--- src/inc/tpg_pkg.sv ---
`default_nettype none
package tpg_pkg;
    // pwm mode field encodings
    localparam logic [2:0] PWM_MODE_6X = 3'h0;
    localparam logic [2:0] PWM_MODE_3X_PIN = 3'h1;
    localparam logic [2:0] PWM_MODE_3X_REG = 3'h2;
    localparam logic [2:0] PWM_MODE_REG_GATE = 3'h5;
    // six-input dead-time field value that enables input monitoring
    localparam logic [1:0] SIX_DT_MONITOR = 2'h0;
    // sense amp gain settings: nine codes, 0..8
    localparam logic [3:0] CSA_GAIN_MAX = 4'h8;
    localparam logic [3:0] CSA_GAIN_RST = 4'h0;
    // offset select: 0 = half reference, 1 = eighth reference
    localparam logic CSA_OFS_HALF = 1'b0;
    localparam logic CSA_OFS_EIGHTH = 1'b1;
    localparam logic CSA_OFS_RST = CSA_OFS_HALF;
    // timing defaults in ns and derived cycles at 10 MHz
    localparam int CLK_PERIOD_NS = 100;
    localparam int DEAD_TIME_NS = 500;
    localparam int DEAD_CYC = (DEAD_TIME_NS + CLK_PERIOD_NS - 1) / CLK_PERIOD_NS;
    localparam int STRONG_PD_NS = 1000;
    localparam int STRONG_PD_CYC = (STRONG_PD_NS + CLK_PERIOD_NS - 1) / CLK_PERIOD_NS;
    localparam int CNT_W = 8;
    // phase output states
    typedef enum logic [2:0] {
        TPG_PH_OFF = 3'h1,
        TPG_PH_HIGH = 3'h2,
        TPG_PH_LOW = 3'h4
    } tpg_ph_t;
endpackage
`default_nettype wire

--- src/core/tpg_gate_ctrl.sv ---
`default_nettype none
// Notes on behaviour
// - register gate mode: high bit alone drives high, low alone drives low, else both low
// - six-input mode: each input drives its own gate unless both inputs of that phase are high
// - six-input mode, both inputs high: both gates low; shoot-through fault flag set if shoot-through mode selected
// - six-input, dead-time monitor setting: insert dead time if both-low gap too short
// - other modes use the same gap check: dead time added only if both-low gap too short
// - on any switching, strong pull-down on opposite gate for programmed time
// - fault or off pin pulls all gate outputs low
// - off pin high overrides inputs directly by masking gate outputs; phase state keeps running
// - pump undervoltage flag set at power-up, held until clear-fault command
// - sense amp output disabled after reset until software enables it
// - sense amp gain selectable among nine settings
// - sense amp offset selects half or eighth of reference
// - sleep engages semi-active pull-down on low-side gates
// - cleared phase drive enable forces both gates of that phase low
// - mode 010: three-input with register phase enable, low inputs unused
module tpg_gate_ctrl #(
    parameter int NPH = 3,
    parameter int CNT_W = tpg_pkg::CNT_W,
    parameter int DEAD_CYC = tpg_pkg::DEAD_CYC,
    parameter int STRONG_PD_CYC = tpg_pkg::STRONG_PD_CYC
) (
    input wire logic clk_i,
    input wire logic resetn_i,
    input wire logic [NPH-1:0] high_side_pwm_in_i,
    input wire logic [NPH-1:0] low_side_pwm_in_i,
    input wire logic external_off_pin_i,
    input wire logic sleep_n_i,
    input wire logic fault_i,
    input wire logic [2:0] pwm_mode_i,
    input wire logic shoot_through_mode_sel_i,
    input wire logic dead_time_mode_sel_i,
    input wire logic [1:0] six_input_dead_time_sel_i,
    input wire logic [NPH-1:0] phase_drive_enable_i,
    input wire logic [NPH-1:0] reg_high_gate_cmd_i,
    input wire logic [NPH-1:0] reg_low_gate_cmd_i,
    input wire logic [CNT_W-1:0] strong_pulldown_time_i,
    input wire logic clear_fault_cmd_i,
    input wire logic gate_supply_softstart_off_i,
    input wire logic csa_enable_set_i,
    input wire logic [3:0] csa_gain_i,
    input wire logic csa_offset_i,
    input wire logic csa_cfg_we_i,
    output logic [NPH-1:0] high_gate_out_o,
    output logic [NPH-1:0] low_gate_out_o,
    output logic [NPH-1:0] strong_pd_high_o,
    output logic [NPH-1:0] strong_pd_low_o,
    output logic [NPH-1:0] semi_active_pd_o,
    output logic [NPH-1:0] shoot_through_fault_o,
    output logic pump_undervoltage_flag_o,
    output logic gate_supply_softstart_off_o,
    output logic current_sense_amp_en_o,
    output logic [3:0] current_sense_amp_gain_o,
    output logic current_sense_amp_offset_o
);
    // ****************************************
    // mode decode
    // ****************************************
    logic [NPH-1:0] want_high;
    logic [NPH-1:0] want_low;
    logic [NPH-1:0] st_hit;
    logic [NPH-1:0] core_high;
    logic [NPH-1:0] core_low;
    logic six_mode;
    logic dt_always;
    logic kill_all;

    assign six_mode = (pwm_mode_i == tpg_pkg::PWM_MODE_6X);
    assign dt_always = !six_mode || dead_time_mode_sel_i
        || (six_input_dead_time_sel_i != tpg_pkg::SIX_DT_MONITOR);
    assign kill_all = fault_i || !sleep_n_i;

    always_comb begin
        want_high = '0;
        want_low = '0;
        st_hit = '0;
        for (int p = 0; p < NPH; p++) begin
            if (pwm_mode_i == tpg_pkg::PWM_MODE_REG_GATE) begin
                want_high[p] = reg_high_gate_cmd_i[p] && !reg_low_gate_cmd_i[p];
                want_low[p] = reg_low_gate_cmd_i[p] && !reg_high_gate_cmd_i[p];
            end else if (pwm_mode_i == tpg_pkg::PWM_MODE_3X_REG) begin
                want_high[p] = high_side_pwm_in_i[p];
                want_low[p] = !high_side_pwm_in_i[p];
            end else if (pwm_mode_i == tpg_pkg::PWM_MODE_3X_PIN) begin
                want_high[p] = low_side_pwm_in_i[p] && high_side_pwm_in_i[p];
                want_low[p] = low_side_pwm_in_i[p] && !high_side_pwm_in_i[p];
            end else begin
                st_hit[p] = high_side_pwm_in_i[p] && low_side_pwm_in_i[p];
                want_high[p] = high_side_pwm_in_i[p] && !st_hit[p];
                want_low[p] = low_side_pwm_in_i[p] && !st_hit[p];
            end
            if (!phase_drive_enable_i[p]) begin
                want_high[p] = 1'b0;
                want_low[p] = 1'b0;
            end
        end
    end

    // ****************************************
    // per-phase drivers
    // ****************************************
    genvar g;
    generate
        for (g = 0; g < NPH; g++) begin : g_ph
            tpg_phase #(
                .CNT_W(CNT_W)
            ) u_phase (
                .clk_i(clk_i),
                .resetn_i(resetn_i),
                .want_high_i(want_high[g]),
                .want_low_i(want_low[g]),
                .dt_always_i(dt_always),
                .dead_cyc_i(CNT_W'(DEAD_CYC)),
                .strong_cyc_i(strong_pulldown_time_i),
                .kill_i(kill_all),
                .high_gate_out_o(core_high[g]),
                .low_gate_out_o(core_low[g]),
                .strong_pd_high_o(strong_pd_high_o[g]),
                .strong_pd_low_o(strong_pd_low_o[g])
            );
        end
    endgenerate

    // off pin bypasses the registered path, gates go low at once
    assign high_gate_out_o = core_high & {NPH{!external_off_pin_i}};
    assign low_gate_out_o = core_low & {NPH{!external_off_pin_i}};
    assign semi_active_pd_o = {NPH{!sleep_n_i}};

    // ****************************************
    // latched flags
    // ****************************************
    always_ff @(posedge clk_i or negedge resetn_i) begin
        if (!resetn_i) begin
            shoot_through_fault_o <= '0;
        end else begin
            // new event wins over clear
            shoot_through_fault_o <= (clear_fault_cmd_i ? '0 : shoot_through_fault_o)
                | (st_hit & {NPH{shoot_through_mode_sel_i}});
        end
    end

    always_ff @(posedge clk_i or negedge resetn_i) begin
        if (!resetn_i) begin
            pump_undervoltage_flag_o <= 1'b1;
        end else if (clear_fault_cmd_i) begin
            pump_undervoltage_flag_o <= 1'b0;
        end
    end

    assign gate_supply_softstart_off_o = gate_supply_softstart_off_i;

    // ****************************************
    // sense amp configuration
    // ****************************************
    always_ff @(posedge clk_i or negedge resetn_i) begin
        if (!resetn_i) begin
            current_sense_amp_en_o <= 1'b0;
            current_sense_amp_gain_o <= tpg_pkg::CSA_GAIN_RST;
            current_sense_amp_offset_o <= tpg_pkg::CSA_OFS_RST;
        end else if (csa_cfg_we_i) begin
            current_sense_amp_en_o <= csa_enable_set_i;
            if (csa_gain_i <= tpg_pkg::CSA_GAIN_MAX) begin
                current_sense_amp_gain_o <= csa_gain_i;
            end
            current_sense_amp_offset_o <= csa_offset_i;
        end
    end
endmodule
`default_nettype wire

--- src/core/tpg_phase.sv ---
`default_nettype none
// one half-bridge: dead time and strong pull-down timing
module tpg_phase #(
    parameter int CNT_W = tpg_pkg::CNT_W
) (
    input wire logic clk_i,
    input wire logic resetn_i,
    input wire logic want_high_i,
    input wire logic want_low_i,
    input wire logic dt_always_i,
    input wire logic [CNT_W-1:0] dead_cyc_i,
    input wire logic [CNT_W-1:0] strong_cyc_i,
    input wire logic kill_i,
    output logic high_gate_out_o,
    output logic low_gate_out_o,
    output logic strong_pd_high_o,
    output logic strong_pd_low_o
);
    // ****************************************
    // dead time state machine
    // ****************************************
    tpg_pkg::tpg_ph_t state_r;
    tpg_pkg::tpg_ph_t state_nxt;
    logic [CNT_W-1:0] off_cnt_r;
    logic [CNT_W-1:0] pd_cnt_r;
    logic pd_on_high_r;
    logic dt_done;

    assign dt_done = (off_cnt_r >= dead_cyc_i);

    always_comb begin
        state_nxt = state_r;
        unique case (state_r)
            tpg_pkg::TPG_PH_OFF: begin
                // monitored mode: a long enough both-low gap needs no extra wait
                if (want_high_i && !want_low_i && (dt_done || !dt_always_i && dt_done)) begin
                    state_nxt = tpg_pkg::TPG_PH_HIGH;
                end else if (want_low_i && !want_high_i && dt_done) begin
                    state_nxt = tpg_pkg::TPG_PH_LOW;
                end
            end
            tpg_pkg::TPG_PH_HIGH: begin
                if (!want_high_i || want_low_i) begin
                    state_nxt = tpg_pkg::TPG_PH_OFF;
                end
            end
            tpg_pkg::TPG_PH_LOW: begin
                if (!want_low_i || want_high_i) begin
                    state_nxt = tpg_pkg::TPG_PH_OFF;
                end
            end
            default: state_nxt = tpg_pkg::TPG_PH_OFF;
        endcase
        if (kill_i) begin
            state_nxt = tpg_pkg::TPG_PH_OFF;
        end
    end

    always_ff @(posedge clk_i or negedge resetn_i) begin
        if (!resetn_i) begin
            state_r <= tpg_pkg::TPG_PH_OFF;
        end else begin
            state_r <= state_nxt;
        end
    end

    // both-low gap counter; starts full so first edge is not delayed
    always_ff @(posedge clk_i or negedge resetn_i) begin
        if (!resetn_i) begin
            off_cnt_r <= '1;
        end else if (state_r != tpg_pkg::TPG_PH_OFF) begin
            off_cnt_r <= '0;
        end else if (off_cnt_r != '1) begin
            // counts from gate off; a gap that already covers the dead time adds no wait
            off_cnt_r <= off_cnt_r + 1'b1;
        end
    end

    // ****************************************
    // strong opposite-gate pull-down
    // ****************************************
    always_ff @(posedge clk_i or negedge resetn_i) begin
        if (!resetn_i) begin
            pd_cnt_r <= '0;
            pd_on_high_r <= 1'b0;
        end else if (state_nxt != state_r && state_nxt != tpg_pkg::TPG_PH_OFF) begin
            pd_cnt_r <= strong_cyc_i;
            pd_on_high_r <= (state_nxt == tpg_pkg::TPG_PH_LOW);
        end else if (state_nxt != state_r && state_r != tpg_pkg::TPG_PH_OFF) begin
            pd_cnt_r <= strong_cyc_i;
            pd_on_high_r <= (state_r == tpg_pkg::TPG_PH_LOW);
        end else if (pd_cnt_r != '0) begin
            pd_cnt_r <= pd_cnt_r - 1'b1;
        end
    end

    always_ff @(posedge clk_i or negedge resetn_i) begin
        if (!resetn_i) begin
            high_gate_out_o <= 1'b0;
            low_gate_out_o <= 1'b0;
            strong_pd_high_o <= 1'b0;
            strong_pd_low_o <= 1'b0;
        end else begin
            high_gate_out_o <= (state_nxt == tpg_pkg::TPG_PH_HIGH);
            low_gate_out_o <= (state_nxt == tpg_pkg::TPG_PH_LOW);
            strong_pd_high_o <= (pd_cnt_r != '0) && pd_on_high_r;
            strong_pd_low_o <= (pd_cnt_r != '0) && !pd_on_high_r;
        end
    end
endmodule
`default_nettype wire

--- config.mk ---
export PLATFORM = sky130hd
export DESIGN_NAME = tpg_gate_ctrl
export DESIGN_NICKNAME = d
export VERILOG_FILES = /design/src/inc/tpg_pkg.sv /design/src/core/tpg_gate_ctrl.sv /design/src/core/tpg_phase.sv
export SDC_FILE = /design/constraint.sdc
export NUM_CORES = 1
export LEC_CHECK = 0
export BUFFER_PORTS_ARGS = -buffer_cell sky130_fd_sc_hd__clkbuf_2
export CAP_MARGIN = 0
export CORE_AREA = 8 8 99 119
export CTS_BUF_LIST = sky130_fd_sc_hd__clkbuf_8
export DETAILED_ROUTE_END_ITERATION = 6
export DIE_AREA = 0 0 107 127
export PLACE_DENSITY_LB_ADDON = 0.3
export SYNTH_ARGS = -nofsm -noshare
export SYNTH_HDL_FRONTEND = slang
export SYNTH_SLANG_ARGS = --single-unit
--- constraint.sdc ---
create_clock -name clk_i -period 2.7 [get_ports clk_i]
set_input_delay 0.135 -clock clk_i [delete_from_list [all_inputs] [get_ports clk_i]]
set_output_delay 0.135 -clock clk_i [all_outputs]
set_load 0.005 [all_outputs]
# [After elaboration in Yosys (flattened, before gate mapping)]
# Index checks and enable logic that the tools add are counted.
# W data, S select, Z words.
[word_totals] inputBits=44 out_inout_bits=26 regBits=82 wordCells=243
[classes] mux=73 reduce_logical=97 n_eq_ne=30 bitwise_logic=4 order_cmp=4 n_addsub=6
[ops] op="$mux W8" n=15
[ops] op="$mux W3" n=16
[ops] op="$logic_and A1 B1 Y1" n=45
[ops] op="$mux W1" n=39
[ops] op="$pmux W3 S3" n=3
[ops] op="$logic_not A1 Y1" n=25
[ops] op="$add A8 B1 Y8 const B" n=3
[ops] op="$ge A8 B3 Y1 const B" n=3
[ops] op="$ne A8 B8 Y1 const B" n=3
[ops] op="$reduce_bool A8 Y1" n=3
[ops] op="$sub A8 B1 Y8 const B" n=3
[ops] op="$eq A3 B2 Y1 const B" n=7
[ops] op="$eq A3 B3 Y1 const B" n=7
[ops] op="$ne A3 B1 Y1 const B" n=6
[ops] op="$reduce_bool A2 Y1" n=7
[ops] op="$eq A3 B1 Y1 const B" n=4
[ops] op="$logic_or A1 B1 Y1" n=12
[ops] op="$and A3 B3 Y3" n=3
[ops] op="$ne A3 B3 Y1" n=3
[ops] op="$reduce_bool A3 Y1" n=3
[ops] op="$le A4 B4 Y1 const B" n=1
[ops] op="$logic_not A3 Y1" n=1
[ops] op="$or A3 B3 Y3" n=1
[ops] op="$reduce_and A2 Y1" n=1

# [Longest topological paths before layout]
[logic_depth] ltp_word=18 ltp_mapped=9 mapped_depth_nobuf=9

# [By module]
# Synthesis repeated with hierarchy kept, for this count alone.
[hier_totals] hier_cells=566 area_unflattened_um2=5521.5
[by_module_without_submodules] module="tpg_phase at g_ph[0].u_phase ..." area_each_um2=1622.8 n_inst=2 seq_area_each_um2=611.8 cells_per_inst=161
[by_module_without_submodules] module="tpg_phase at g_ph[2].u_phase" area_each_um2=1525.2 n_inst=1 seq_area_each_um2=611.8 cells_per_inst=157
[by_module_without_submodules] module="tpg_gate_ctrl" area_each_um2=750.7 n_inst=1 seq_area_each_um2=251.5 cells_per_inst=87

# [Worst setup path before layout]
# No wires, ideal clock.
[synth_timing] path_type="flip-flop to flip-flop" start="register g_ph[2].u_phase.off_cnt_r[1]" end="register g_ph[2].u_phase.pd_cnt_r[0]" setup_ns=0.125 required_ns=2.575 path_slack_ns=0.324 arrival_ns=2.251 n_path_buf=0 path_stages_with_launch=10 period_less_slack_ns=2.376 cell_sequence="dfstp_2 inv_1 ha_1 nand2b_1 a211o_1 o21ai_1 o21bai_1 nand2_1 a31oi_4 mux2_2"
[synth_between] elab_chain_len=11 elab_cells_between_ends=16 classes_between="order compare (1); eq/ne (2); mux (6); reduce/logical (7)"
[synth_lines] item="from (decl)" line="tpg_phase.sv:24" rtl="logic [CNT_W-1:0] off_cnt_r;"
[synth_lines] item="from (signal assigned)" line="tpg_phase.sv:75" rtl="off_cnt_r <= off_cnt_r + 1'b1;"
[synth_lines] item="$ge A8 B3 Y1 (*)" line="tpg_phase.sv:29" rtl="assign dt_done = (off_cnt_r >= dead_cyc_i);"
[synth_lines] item="$logic_and A1 B1 Y1" line="tpg_phase.sv:36" rtl="if (want_high_i && !want_low_i && (dt_done || !dt_always_i && dt_done)) begin"
[synth_lines] item="$logic_or A1 B1 Y1" line="tpg_phase.sv:36"
[synth_lines] item="$logic_and A1 B1 Y1" line="tpg_phase.sv:36"
[synth_lines] item="$mux W3 (*)" line="tpg_phase.sv:36"
[synth_lines] item="$pmux W3 S3 (*)" line="tpg_phase.sv:33" rtl="unique case (state_r)"
[synth_lines] item="$mux W3 (*)" line="tpg_phase.sv:54" rtl="if (kill_i) begin"
[synth_lines] item="$ne A3 B3 Y1" line="tpg_phase.sv:86, tpg_phase.sv:89"
[synth_lines] item="$logic_and A1 B1 Y1" line="tpg_phase.sv:89" rtl="end else if (state_nxt != state_r && state_r != tpg_pkg::TPG_PH_OFF) begin"
[synth_lines] item="$mux W8" line="tpg_phase.sv:89"
[synth_lines] item="$mux W8" line="tpg_phase.sv:86" rtl="end else if (state_nxt != state_r && state_nxt != tpg_pkg::TPG_PH_OFF) begin"
[synth_lines] item="to (signal assigned)" line="tpg_phase.sv:87" rtl="pd_cnt_r <= strong_cyc_i;"
[synth_lines] item="to (signal assigned)" line="tpg_phase.sv:90" rtl="pd_cnt_r <= strong_cyc_i;"
[synth_lines] item="to (signal assigned)" line="tpg_phase.sv:93" rtl="pd_cnt_r <= pd_cnt_r - 1'b1;"
[synth_lines] item="to (decl)" line="tpg_phase.sv:25" rtl="logic [CNT_W-1:0] pd_cnt_r;"
# Mark *: on every way between the ends. The rest lies on a longest branch, timed or not.
# A chain may end at the register's enable or synchronous reset.

# [Final worst setup path]
[layout_timing] start="register g_ph[2].u_phase.off_cnt_r[7]" end="register g_ph[2].u_phase.pd_cnt_r[7]"
# The elaborated chain is that of the path after synthesis.

==> flow_results.org <==
** Floorplan
- Width of the die :: 107 um
- The floorplan step set the die height to 127 um.
- Area of the core :: 0.00986 mm^2
- The die covers 0.0136 mm^2.
- In this run the count of I/O pins placed on the die edge is 70.
- Row Count :: 40
- For this configuration, the core starts out at a cell density of 48.9%.

** Synthesis
- Of all cell types, the one taking the most synthesized area is dfrtp_1.
- Synthesis produced a netlist with a net count of 562.
- Netlist area before placement :: 0.00482 mm^2
- By instance count, the leading cell after synthesis is nor2_1.
- The share of synthesized area in the top cell type comes to 28.0%.
- Fraction of synthesis flops using an asynchronous set or reset pin :: 100%
- EDFF count, synth :: 0
- Synthesized flop and latch total :: 82
- Number of warnings printed during yosys synthesis :: 0
- Among all flip-flop cells after synthesis, the most frequent one is dfrtp_1.
- Count of cell types in the netlist :: 62
- Avg Inst Size Synth :: between 9 and 10 um^2
- By count the netlist is led by nor2_1 (68), dfrtp_1 (54), mux2_2 (29), dfstp_2 (28), nand2_1 (28).
- Sequential element share of the synthesized area :: 43.3%
- In the post-synthesis netlist, the biggest area contributors are dfrtp_1 (28%), dfstp_2 (15%), mux2_2 (6.8%), nor2_1 (5.3%), ha_1 (3.9%).
- Synthesized netlist cell count :: 503

** Timing
- Worst Hold Slack :: 0.0249 ns
- Clock skew on the completed layout was measured at 0.00921 ns.
- Measured against its own limit, the worst slew margin works out to 37.4%.
- Clock period minus worst slack :: 2.56 ns
- Setup repair after global routing left no endpoint under its margin.
- After layout, the worst path uses 94.8% of the clock period.
- Adding up every negative setup slack in the final design gives 0 ns.
- Based on the critical path, the design can be clocked at up to 0.391 GHz.
- At the pin with the least slew margin, the transition time is 0.938 ns.
- Setup violations, final :: 0
- The final-report max-slew violation count was 0.
- The final-report hold violation count came to 0.

** Route
- Routed wire length :: 10.4 mm
- Drt first pass iters :: 4
- Initial drt markers :: 207
- Drt wl/cell :: 14.9 um
- After detailed routing, the number of remaining DRC violations is 0.
- Number of nets still failing antenna checks after routing :: 0
- Total via count in the routed design :: approximately 3900
- In the routed layout, each cell is associated on average with a via count of 5.53.

** Job
- Max Cap Violations :: 0

** CTS
- TritonCTS built the clock tree.
- For the worst-skew pair, the clock arrives at the later sink with an insertion delay of roughly 0.35 ns.
- TritonCTS Sinks :: between 80 and 90
- Clock-pin slew was measured on the worst setup and hold paths at approximately 0.080 ns.
- The root buffer cell chosen for the clock tree is clkbuf_8.
- Bufs on Longest Clock Path :: 2
- Number of buffers created by CTS :: 9
- The H-tree generated during clock tree synthesis spans 3 levels.

** GRT
- The total overflow left after global routing is 0.
- For this run, the total global-route usage over all layers was measured as between 10% and 20%.
- Vias in the first global route :: roughly 3800
- First-pass GRT wire length :: 17.5 mm
- Initial antenna violation count :: 0
- Largest net degree at the start of global routing :: 77

** Critical path
- Of all nets on the critical path, the largest fanout is 8.
- The worst register-to-register path has a depth of 8.
- Worst reg2reg endpoint :: g_ph[2].u_phase.pd_cnt_r[7]$_DFFE_PN0P_
- Source of the worst register-to-register timing path :: g_ph[2].u_phase.off_cnt_r[7]$_DFFE_PN1P_
- Data arrival at the endpoint of the critical path :: between 2 and 3 ns
- The worst setup path is captured at a register.
- Reg-to-reg slack, setup :: 0.14 ns
- Required time worst endpoint :: 2.93 ns
- STA classifies the critical path startpoint as a register.
- Critical path class :: register to register

** Final layout
- Summing all flip-flop and latch instances after layout gives 0.00209 mm^2.
- Area of the multi-input gates :: around 0.0025 mm^2
- Fraction of final layout cells with drive strength greater than 1 :: between 20% and 30%
- From synthesis to final layout, the design area changed by 13.5%.
- Filler instances :: 879
- Number of diodes :: 0
- For this run, the post-layout net count is approximately 630.

** Placement
- Once detailed placement completed, the half-perimeter wirelength came to 7.69 mm.
- RePlAce Congestion :: between 0.8 and 0.9
- Buffers placed on the I/O ports in this run total 64.

** Worst hold path
- Worst min-delay path startpoint :: csa_enable_set_i
- The path class of the tightest hold or removal check is input port to register.
- The worst hold path passes through 2 cells.
- The worst hold path terminates at current_sense_amp_en_o$_DFFE_PN0P_.

** Pwr
- VDD sags by at most 456 uV.
- Total power consumption of the routed design :: between 4 and 5 mW
- The analysis attributes to cell leakage a power of 2.39 nW.
- In this run the power density over the cells is 876 mW/mm^2.

** Outcome
- The run finished with clean final reports.
[per-layer routing]
metal	share of wire, %	vias to the layer above	wire [um]	global-route usage, %
li1	-	1903	-	-
met4	1.5	0	154	6.47
met2	50	77	5190	26.8
met3	5.3	10	550	3.82
met5	0	-	0	0
met1	43	1867	4470	18.5
[area by class of cell]
type / count / area share [%]
Clock buffer: 12 / 3.02
Clock inverter: 4 / 0.457
Inverter: 22 / 1.51
Multi-Input combinational cell: 376 / 46.1
Sequential cell: 82 / 38.1
Tap cell: 126 / 2.88
Timing Repair Buffer: 76 / 7.91
[through the flow]
step,setup WS (ns),std cells,util (%),cell area [um^2]
finish,0.140,698,55.5,5470
global route,0.00649,698,55.5,5470
CTS,0.0626,697,55.3,5450
detailed placement,0.0806,678,53.1,5230
global placement,0.163,678,53.1,5230
floorplan,0.324,503,-,4820
[repair_timing]
item                       CTS  global route
gates resized for setup      0             0
buffers inserted             0             1
setup endpoints to repair    0             8
hold endpoints to repair    56             0
hold buffers                 3             0
[logic make-up after synthesis]
family | after synthesis | synth area share [%]
AO/OA/AOI/OAI | 88 | 12.5
XOR/XNOR | 25 | 4.54
adder cells (fa/ha/maj) | 15 | 3.89
buffers and inverters | 45 | 4.44
flip-flops | 82 | 43.3
multiplexers | 32 | 7.42
AND/OR/NAND/NOR | 216 | 23.9
[where the power goes]
| part | total, mW | internal [mW] | switching [mW] |
|---|---|---|---|
| Combinational | 1.80 | 0.923 | 0.878 |
| Sequential | 2.14 | 1.76 | 0.387 |
| Clock | 0.846 | 0.407 | 0.439 |
| Total | 4.79 | 3.09 | 1.70 |
[flip-flops by register name, indices dropped and copies added (netlist names)]
name / cells
current_sense_amp_en_o: 1
current_sense_amp_gain_o: 4
current_sense_amp_offset_o: 1
g_ph.u_phase.high_gate_out_o: 3
g_ph.u_phase.low_gate_out_o: 3
g_ph.u_phase.off_cnt_r: 24
g_ph.u_phase.pd_cnt_r: 24
g_ph.u_phase.pd_on_high_r: 3
g_ph.u_phase.state_r: 9
g_ph.u_phase.strong_pd_high_o: 3
g_ph.u_phase.strong_pd_low_o: 3
pump_undervoltage_flag_o: 1
shoot_through_fault_o: 3
[worst max-delay path by stage]
stage / from / slack (ns) / cells after the start / endpoint
finish: g_ph[2].u_phase.off_cnt_r[7]$_DFFE_PN1P_ / 0.14 / 8 / g_ph[2].u_phase.pd_cnt_r[7]$_DFFE_PN0P_
global route: g_ph[2].u_phase.off_cnt_r[1]$_DFFE_PN1P_ / 0.006 / 10 / g_ph[2].u_phase.pd_cnt_r[7]$_DFFE_PN0P_
CTS: g_ph[2].u_phase.off_cnt_r[7]$_DFFE_PN1P_ / 0.06 / 7 / g_ph[2].u_phase.pd_cnt_r[4]$_DFFE_PN0P_
detailed placement: g_ph[2].u_phase.off_cnt_r[7]$_DFFE_PN1P_ / 0.08 / 7 / g_ph[2].u_phase.pd_cnt_r[4]$_DFFE_PN0P_
global placement: g_ph[2].u_phase.off_cnt_r[7]$_DFFE_PN1P_ / 0.16 / 7 / g_ph[2].u_phase.pd_cnt_r[7]$_DFFE_PN0P_
floorplan: g_ph[2].u_phase.off_cnt_r[1]$_DFFE_PN1P_ / 0.32 / 9 / g_ph[2].u_phase.pd_cnt_r[0]$_DFFE_PN0P_
[critical path: stages, from the launching register on]
cell and delay (ns):
dfstp_2 0.39, or4_1 0.54, a211o_1 0.35, o21ai_1 0.23
o21bai_1 0.17, nand2_1 0.12, a31oi_4 0.16, buf_12 0.15
mux2_2 0.32
[layout by cell type (no fill, tap or decap), drive strengths merged, types with 4 or more instances in the layout]
cell type / n
and3: 7
nor4: 7
a21oi: 21
nand2b: 15
nor4b: 5
clkbuf: 75
nand3b: 5
o21bai: 5
xor2: 11
nand4: 7
nand2: 28
dfstp: 28
o22ai: 4
buf: 10
dfrtp: 54
nor3: 17
inv: 22
nor2: 68
nor3b: 7
mux2: 30
o21ai: 22
nor2b: 20
ha: 15
nand3: 11
a211o: 4
xnor2: 14
a31oi: 7
(Power assumes the default switching activity.)
